File: config.mk
export PLATFORM = sky130hd
export DESIGN_NAME = banked_data_memory
export DESIGN_NICKNAME = d
export VERILOG_FILES = /design/src/banked_mem_pkg.sv /design/src/banked_data_memory.sv
export VERILOG_INCLUDE_DIRS = /design/src
export SDC_FILE = /design/constraint.sdc
export NUM_CORES = 2
export LEC_CHECK = 0
export ABC_AREA = 1
export BUFFER_PORTS_ARGS = -buffer_cell sky130_fd_sc_hd__buf_2
export CORE_MARGIN = 8
export CORE_UTILIZATION = 49
export CTS_CLUSTER_DIAMETER = 60
export DETAILED_ROUTE_END_ITERATION = 12
export MAX_ROUTING_LAYER = met4
export PLACE_DENSITY_LB_ADDON = 0.2
export SETUP_SLACK_MARGIN = 0.1
export SLEW_MARGIN = 30
export SYNTH_ARGS = -nofsm -noshare
export SYNTH_HDL_FRONTEND = slang
export SYNTH_SLANG_ARGS = --single-unit
File: constraint.sdc
create_clock -name ref_clk -period 3.7 [get_ports ref_clk]
set_clock_uncertainty 0.2 [all_clocks]
set_input_delay 0.37 -clock ref_clk [delete_from_list [all_inputs] [get_ports ref_clk]]
set_output_delay 0.37 -clock ref_clk [all_outputs]
set_load 0.01 [all_outputs]
File: src/banked_mem_map.svh
/*
 * Address map, field positions and reset values of the banked data memory.
 * Assumes inclusion by its bare name from the package and the module.
 */
`ifndef BANKED_MEM_MAP_SVH
`define BANKED_MEM_MAP_SVH

// APB byte offsets of the block's registers
`define OFF_STATUS 12'h000
`define OFF_POINTER 12'h004
`define OFF_POWER 12'h008
`define OFF_BOREN 12'h00c
`define OFF_DATA 12'h400
`define OFF_DATA_END 12'h7fc
// Status register fields
`define STAT_BANK 5
`define STAT_RSV_LO 6
`define STAT_RSV_HI 7
// Power register fields
`define PWR_BROWN 0
`define PWR_POR 1
// Brown-out enable register field
`define ENABLE_BIT 0
// Data window: word offset bits of paddr, byte lane of the data
`define WIN_HI 8
`define WIN_LO 2
`define BYTE_HI 7
`define IDX_HI 6
// Data memory decode limits (7-bit offset within a bank)
`define SPECIAL_TOP 7'h1f
`define SMALL_LO 7'h40
`define LARGE_LO 7'h20
`define RAM_BASE 7'h20
`define B1_LO 7'h20
`define B1_HI 7'h3f
`define MIRROR_LO 7'h70
// Storage index ranges
`define IDX_B1 7'h60
`define RST_BYTE 8'h00
`define PSLVERR_NONE 1'b0

`endif

File: src/banked_mem_pkg.sv
/*
 * Types shared by the banked data memory.
 * Assumes banked_mem_map.svh holds the numbers.
 */
`include "banked_mem_map.svh"

package banked_mem_pkg;
    typedef logic [7:0] byte_t;
    typedef logic [6:0] index_t;
endpackage : banked_mem_pkg

File: src/banked_data_memory.sv
/*
 * Banked data memory decode with reset-cause flags, reached over APB.
 * Holds the two-bank RAM, the status register with its bank select,
 * the indirect pointer, the power-on and brown-out cause flags and the
 * software brown-out enable, all in one packed state record.
 * Assumes the chip's power-on and brown-out detectors deliver one-cycle
 * pulses synchronous to ref_clk, an APB master on the core side that
 * keeps clkEn high while a transfer is open, and the map header beside.
 */
// Behaviour
// - Two banks; low 32 locations are special
// - Status bank bit selects bank zero or one
// - Small variant: bank 0 40h-7Fh is RAM
// - Large variant: 20h-7Fh and A0h-BFh RAM
// - Bank 1 F0h-FFh mirrors bank 0 70h-7Fh
// - Unimplemented locations read zero, ignore writes
// - RAM reachable directly and through pointer
// - Power-on flag reads 0 until software sets
// - Brown-out flag reads 0 until software sets
// - Brown-out flag reads 0 when detection off
// - Separate register at 00Ch holds software brown-out enable
// - Power bits 7-2 unimplemented, read zero
`timescale 1ns/1ps
`default_nettype none
`include "banked_mem_map.svh"

module banked_data_memory #(
    parameter bit LARGE = 1'b1,  // Larger memory variant
    parameter int DEPTH = 128    // Storage bytes, both banks together
) (
    // Clock, reset, enable
    input wire logic ref_clk,
    input wire logic rst_n,
    input wire logic clkEn,
    // Reset cause pulses from the detectors
    input wire logic porEvent,
    input wire logic brownEvent,
    // APB request
    input wire logic psel,
    input wire logic penable,
    input wire logic pwrite,
    input wire logic [11:0] paddr,
    input wire logic [31:0] pwdata,
    input wire logic [3:0] pstrb,
    // APB answer
    output logic [31:0] prdata,
    output logic pready,
    output logic pslverr,
    // Status to chip
    output logic brownEnable,
    output logic bankSel
);

    // Whole state of the block; one record keeps reset and freeze simple
    typedef struct packed {
        logic [DEPTH-1:0][7:0] mem;   // RAM bytes, both banks
        logic [7:0] status;           // Status register
        logic [7:0] pointer;          // Indirect pointer, full address
        logic porFlag;                // Power-on status, 0 = occurred
        logic brownFlag;              // Brown-out status, 0 = occurred
        logic brownEn;                // Brown-out enable
        logic [31:0] rdata;           // Read data, held until next read
        logic ready;                  // Access answered
    } state_s;

    // Registered state and its next value
    state_s st_ff;
    state_s nxt_st;

    // Decode result of a data access
    logic isData;                     // Address inside the data window
    logic indirect;                   // Pointer slot of the window
    logic [7:0] fullAddr;             // Bank bit plus bank offset
    logic hitOk;                      // Decoder says a byte backs it
    logic hit;                        // Backed and inside the window
    logic [7:0] mapIdx;               // Index as the decoder returns it
    banked_mem_pkg::index_t idx;      // Storage index
    banked_mem_pkg::byte_t rdByte;    // Byte read from the window
    logic access;                     // First access-phase cycle
    logic wr;                         // Write completing at this edge

    // Address decode: special area, mirror, bank 0 RAM, bank 1 RAM.
    // Returns the storage index; ok says a byte backs the location.
    // Bank 1 bytes sit above the bank 0 bytes, so one array serves both.
    function automatic logic [7:0] map_addr(input logic [7:0] a,
                                            output logic ok);
        logic [6:0] off;   // Offset within the bank
        logic [7:0] ix;    // Storage index, widened
        off = a[6:0];
        ix = 8'h00;
        ok = 1'b0;
        if (off <= `SPECIAL_TOP) begin
            // Special area is not backed by this RAM
            ok = 1'b0;
        end else if (a[7] && off >= `MIRROR_LO) begin
            // High window of bank 1 shares bank 0 bytes
            ok = LARGE || off >= `SMALL_LO;
            ix = {1'b0, 7'(off - `RAM_BASE)};
        end else if (!a[7]) begin
            // Bank 0 RAM from the variant's lower bound
            ok = LARGE ? (off >= `LARGE_LO) : (off >= `SMALL_LO);
            ix = {1'b0, 7'(off - `RAM_BASE)};
        end else if (LARGE && off >= `B1_LO && off <= `B1_HI) begin
            // Bank 1 RAM packed above the bank 0 bytes
            ok = 1'b1;
            ix = {1'b0, 7'(off - `B1_LO + `IDX_B1)};
        end
        // Anything else stays unbacked and reads zero
        return ix;
    endfunction : map_addr

    // Combinational next state: decode, read capture, write, events
    always_comb begin
        nxt_st = st_ff;
        hitOk = 1'b0;
        // First access-phase cycle; the answer follows one cycle later
        access = psel && penable && !st_ff.ready;
        // Writes land on the completing edge, when pready is seen high.
        // Limitation: a completion with clkEn low loses the write.
        wr = psel && penable && st_ff.ready && pwrite && pstrb[0];
        isData = paddr >= `OFF_DATA && paddr <= `OFF_DATA_END;
        indirect = paddr == `OFF_DATA;
        // Pointer slot uses the full pointer
        if (indirect) begin
            fullAddr = st_ff.pointer;
        end else begin
            // Direct slots take the bank from the status
            fullAddr = {st_ff.status[`STAT_BANK],
                        paddr[`WIN_HI:`WIN_LO]};
        end
        mapIdx = map_addr(fullAddr, hitOk);
        idx = mapIdx[`IDX_HI:0];
        hit = hitOk && isData;
        // Unbacked slots read zero
        rdByte = hit ? st_ff.mem[idx] : `RST_BYTE;
        nxt_st.ready = access;
        // Read data is captured at the access edge, shown with pready
        if (access && !pwrite) begin
            unique case (paddr)
                `OFF_STATUS: nxt_st.rdata = {24'h0, st_ff.status};
                `OFF_POINTER: nxt_st.rdata = {24'h0, st_ff.pointer};
                // Upper bits zero; brown-out masked when off
                `OFF_POWER: nxt_st.rdata = {30'h0, st_ff.porFlag,
                    st_ff.brownFlag & st_ff.brownEn};
                `OFF_BOREN: nxt_st.rdata = {31'h0, st_ff.brownEn};
                // Data window or unmapped: zero unless backed
                default: nxt_st.rdata = {24'h0, rdByte};
            endcase
        end
        // Software writes, byte lane 0 only
        if (wr) begin
            unique case (paddr)
                // Reserved bits are stored as written
                `OFF_STATUS: nxt_st.status = pwdata[`BYTE_HI:0];
                `OFF_POINTER: nxt_st.pointer = pwdata[`BYTE_HI:0];
                `OFF_POWER: begin
                    nxt_st.porFlag = pwdata[`PWR_POR];
                    nxt_st.brownFlag = pwdata[`PWR_BROWN];
                end
                // Software enable of brown-out detection
                `OFF_BOREN: nxt_st.brownEn = pwdata[`ENABLE_BIT];
                default: begin
                    // Unbacked slots keep nothing
                    if (hit) begin
                        nxt_st.mem[idx] = pwdata[`BYTE_HI:0];
                    end
                end
            endcase
        end
        // Reset events win over software writes
        if (brownEvent) begin
            nxt_st.brownFlag = 1'b0;
        end
        // Power-on clears both causes; brown-out left power-on alone
        if (porEvent) begin
            nxt_st.porFlag = 1'b0;
            nxt_st.brownFlag = 1'b0;
        end
    end

    // State register; clkEn freezes everything
    always_ff @(posedge ref_clk or negedge rst_n) begin
        if (!rst_n) begin
            // All zero, which reads as "reset occurred" for both flags
            st_ff <= '0;
        end else if (clkEn) begin
            st_ff <= nxt_st;
        end
    end

    // Outputs straight from flip-flops; pslverr tied low
    assign prdata = st_ff.rdata;
    assign pready = st_ff.ready;
    assign pslverr = `PSLVERR_NONE;
    assign brownEnable = st_ff.brownEn;
    assign bankSel = st_ff.status[`STAT_BANK];

    // Power-on pulse clears the flag next cycle
    por_clear_a: assert property (@(posedge ref_clk) disable iff (!rst_n)
        clkEn && porEvent |=> !st_ff.porFlag)
        else $error("power-on flag not cleared");
    // Brown-out pulse alone keeps power-on flag
    brown_keeps_por_a: assert property (@(posedge ref_clk)
        disable iff (!rst_n)
        clkEn && brownEvent && !porEvent && !wr |=>
        st_ff.porFlag == $past(st_ff.porFlag))
        else $error("brown-out disturbed power-on flag");
    // Brown-out flag masked by disable
    brown_mask_a: assert property (@(posedge ref_clk) disable iff (!rst_n)
        $rose(pready) && $past(paddr) == `OFF_POWER && !$past(pwrite)
        && !$past(st_ff.brownEn) |-> prdata[`PWR_BROWN] == 1'b0)
        else $error("brown-out flag visible while off");
    // Upper power bits zero
    power_upper_a: assert property (@(posedge ref_clk) disable iff (!rst_n)
        $rose(pready) && $past(paddr) == `OFF_POWER && !$past(pwrite)
        |-> prdata[31:2] == 30'h0)
        else $error("power upper bits nonzero");
    // Special area of a data window reads zero
    special_zero_a: assert property (@(posedge ref_clk) disable iff (!rst_n)
        clkEn && access && !pwrite && isData && !indirect
        && paddr[`WIN_HI:`WIN_LO] <= `SPECIAL_TOP |=> prdata == 32'h0)
        else $error("special slot returned data");
    // Reads answer the cycle after the access
    apb_answer_a: assert property (@(posedge ref_clk) disable iff (!rst_n)
        clkEn && access |=> pready ##1 !pready || !clkEn)
        else $error("access not answered");
    // Bank bit follows status writes
    bank_write_a: assert property (@(posedge ref_clk) disable iff (!rst_n)
        clkEn && wr && paddr == `OFF_STATUS |=>
        bankSel == $past(pwdata[`STAT_BANK]))
        else $error("bank select not written");
    // Mirror slot returns bank 0 contents
    mirror_a: assert property (@(posedge ref_clk) disable iff (!rst_n)
        clkEn && access && !pwrite && indirect && st_ff.pointer[7]
        && st_ff.pointer[6:0] >= `MIRROR_LO |=>
        prdata[7:0] == $past(st_ff.mem[st_ff.pointer[6:0] - `RAM_BASE]))
        else $error("mirror mismatch");
    // Brown-out pulse clears its flag
    brown_clear_a: assert property (@(posedge ref_clk) disable iff (!rst_n)
        clkEn && brownEvent |=> !st_ff.brownFlag)
        else $error("brown-out flag not cleared");
    // Unbacked data slots keep no written value
    unbacked_hold_a: assert property (@(posedge ref_clk)
        disable iff (!rst_n)
        clkEn && wr && isData && !hit |=>
        st_ff.mem == $past(st_ff.mem))
        else $error("unbacked slot stored data");
    // Power-on flag takes a software write when no event
    por_write_a: assert property (@(posedge ref_clk) disable iff (!rst_n)
        clkEn && wr && paddr == `OFF_POWER && !porEvent |=>
        st_ff.porFlag == $past(pwdata[`PWR_POR]))
        else $error("power-on flag not written");
    // Enable output follows its register write
    enable_write_a: assert property (@(posedge ref_clk) disable iff (!rst_n)
        clkEn && wr && paddr == `OFF_BOREN |=>
        brownEnable == $past(pwdata[`ENABLE_BIT]))
        else $error("brown-out enable not written");
    // Frozen clock enable holds every bit of state
    freeze_hold_a: assert property (@(posedge ref_clk) disable iff (!rst_n)
        !clkEn |=> st_ff == $past(st_ff))
        else $error("state moved while frozen");
    // Writes are answered exactly one cycle after the access
    write_answer_a: assert property (@(posedge ref_clk)
        disable iff (!rst_n)
        clkEn && access && pwrite |=> pready)
        else $error("write not answered");

endmodule : banked_data_memory
`default_nettype wire

==> flow_summary.ini <==
[logic_synthesis]
yosysWarningCount = 0
synth_edf_count = 0
netlist_area_um2 = 49400
synthArstFlopShare_pct = 100
synth_common_cells = nand2_1 (2,353), dfrtp_1 (1,052), o21ai_0 (890)
ys_seq_elements = 1052
ys.flop_type = dfrtp_1
synthCells = 6300
synth_top_area_share_pct = 53.3
seq_area_frac_synth_pct = 53.3
synth_cell_types = 40
synth_area_per_cell_um2 = 7.84
synth_top_cell_by_area = dfrtp_1
synthTopCellsByArea = dfrtp_1 (53%), nand2_1 (18%), o21ai_0 (9.0%)
synth.most_common_cell = nand2_1

[floorplan]
die_h_um = 333
coreArea_um2 = 100000
initial_core_util_pct = 49.4
num_io_pins = 92
dieArea_um2 = 111000
die_w_um = 333
rows = 116

[setup_path]
cp.buffers_inverters = 7
crit_path_top_delay_cell = dfrtp_1
crit_path_start = st_ff[37]
crit_chain = buf_6, inv_4, o21ai_4, nand3_2, o21ai_2, nand2_2, nor2_4, buf_12, nand2_8, buf_12, buf_16, buf_6, buf_12, nand2_1, o21ai_0, nand2_1, nand4_1, nand2_1, nand2_1, nor2_1, nand2_1, nor2_1, nand2_1, a21oi_1
r2r_start = st_ff[37]
cp_max_fo = 15
end_kind = flop
critPathMaxStageDelay_ps = 410
r2r_cells = 24
cpMostUsedCell = nand2_1
cp.arrival_ps = 3980
rr_endpoint = prdata[0]
path_class = reg -> reg
r2r_slack_ps = 160
crit_family = simple AND/OR/NAND/NOR gates
required_ps = 4140
worst_setup_path_start_kind = flop

[finish]
n_antenna_cell = 0
drive_above_1_share_pct = 15.2
post-route-util_pct = 60.0
area_growth_pct = 21.5
fillers = 8887
finalInstanceArea_um2 = 60000
final_nets = 6613

[sta]
final-setup-viol-count = 0
min_period_ps = 3540
slew_viol_final = 0
fin_crit_sh_pct = 95.7
worst_slew_pin_slew_ps = 1020
finalSetupTns_ps = 0
rsz0062_at_grt = yes
slew_headroom_pct = 32.2
finalHoldViolCount = 0
fmax_ghz = 0.282

[min_path]
hold-path-endpoint = st_ff[294]
hp-class = in -> reg
hold-path-cell-count = 3
hp-start = pwdata[2]

[global_routing]
grt_pass1_vias = 42202
grt_max_degree = 109
grt_antenna_before_repair = 1
use_met3_pct = 4.38
grt_overflow = 0
grt_util_met1_pct = 39.9
busiest_layer = met2
met2_usage_pct = 44.4
track_usage_pct = 29.2
grt_first_pass_wirelength_mm = 250

[routing]
ant_nets = 0
via_per_inst = 5.60
drt_first_iter_violations = 4914
drc = 0
vias = 44517
wl_mm = 164
drtPass1Iterations = 6
wl_per_cell_um = 20.7

[power_and_ir_drop]
p_leak_nw = 27.6
power_density_nw_per_um2 = 444
ir_worst_vdd_v = 0.000390

[placed_design]
gp_congestion = 0.954
dpl.hpwl_mm = 103
dpl-instance-area_um2 = 54300
place.port_buffers = 39

[clock_tree]
cts_sinks = 1052
clkSlewWorstSetupHoldPaths_ps = 60
worst_skew_pair.late_latency_ps = 710
cts_buffers = 118
h-tree-depth = 3
cts_buffer_depth = 3
ctsRootBufferMaster = clkbuf_16
cts_tree = built

[flow_run]
max_cap_viol_count = 0

[run_status]
status = completed
[per-stage QoR]
stage,hold WS (ps),power (mW),setup slack [ps],instances
2_1_floorplan,-126,12.9,473,6324
3_3_place_gp,248,14.3,-554,7669
3_5_place_dp,248,14.3,-564,7669
4_1_cts,2.43,26.5,77.9,7905
5_1_grt,38.2,27.4,73.4,7949
6_report,8.39,26.6,158,7949
[area by class of cell]
cell class	instances	area, um^2	area share, %
clock buffer	162	3380	5.64
clock inverter	55	679	1.13
inverter	276	1080	1.81
multi-input combinational	4520	20500	34.1
sequential	1052	26300	43.9
tap	1298	1620	2.71
timing repair buffer	586	6420	10.7
[where the power goes]
| part | total, mW | internal [mW] | switching, mW |
|---|---|---|---|
| clock network | 12.3 | 7.30 | 4.98 |
| logic | 2.78 | 0.917 | 1.86 |
| registers | 11.6 | 11.5 | 0.0382 |
[tightest hold or removal path, stage by stage]
cell and delay, ps:
buf_2 120, inv_6 190, o21ai_1 200
[logic make-up after synthesis]
| kind of cell | synth area share (%) |
|---|---|
| xor gates and xnor gates | 0.0177 |
| and+or+nand+nor | 26.7 |
| AOI/OAI and AO/OA | 13.3 |
| other | 0.00759 |
| buffers and inverters | 6.53 |
| DFF | 53.3 |
| adders and majority gates | 0.0760 |
[cells in the final DEF (no fill, tap or decap), drive strengths merged, types with 60 or more instances in the layout]
cell / n
nand3: 362
clkbuf: 177
nand3b: 65
o21ai: 1270
buf: 559
dfrtp: 1052
nand2: 2406
nand4: 60
inv: 282
nor2: 289
[worst max-delay path by stage]
stage / end / slack (ps) / cells past startpoint
floorplan: prdata[6] / 470 / 26
global placement: prdata[4] / -550 / 28
detailed placement: prdata[4] / -560 / 28
CTS: prdata[4] / 80 / 21
global route: prdata[5] / 70 / 21
finish: prdata[0] / 160 / 24
[registers in the layout, indices dropped and copies added, names as in the netlist]
register and count:
bankSel 1, brownEnable 1, prdata 8, pready 1
st_ff 1041
[what timing repair did]
item | 4_1_cts | 5_1_grt
buffers inserted | 4 | 29
endpoints found under the hold margin | 169 | 0
cloned | 4 | 16
pin swaps | 8 | 97
resized for setup | 37 | 188
endpoints found under the setup margin | 131 | 962
hold buffers | 11 | 0
[per-layer routing]
metal  vias up  share of wire [%]
met5         -                  0
met4         0                3.9
met3       346                7.9
met2      1793                 45
met1     21580                 43
li1      20798                  -
Power figures use the tool's default switching activity.
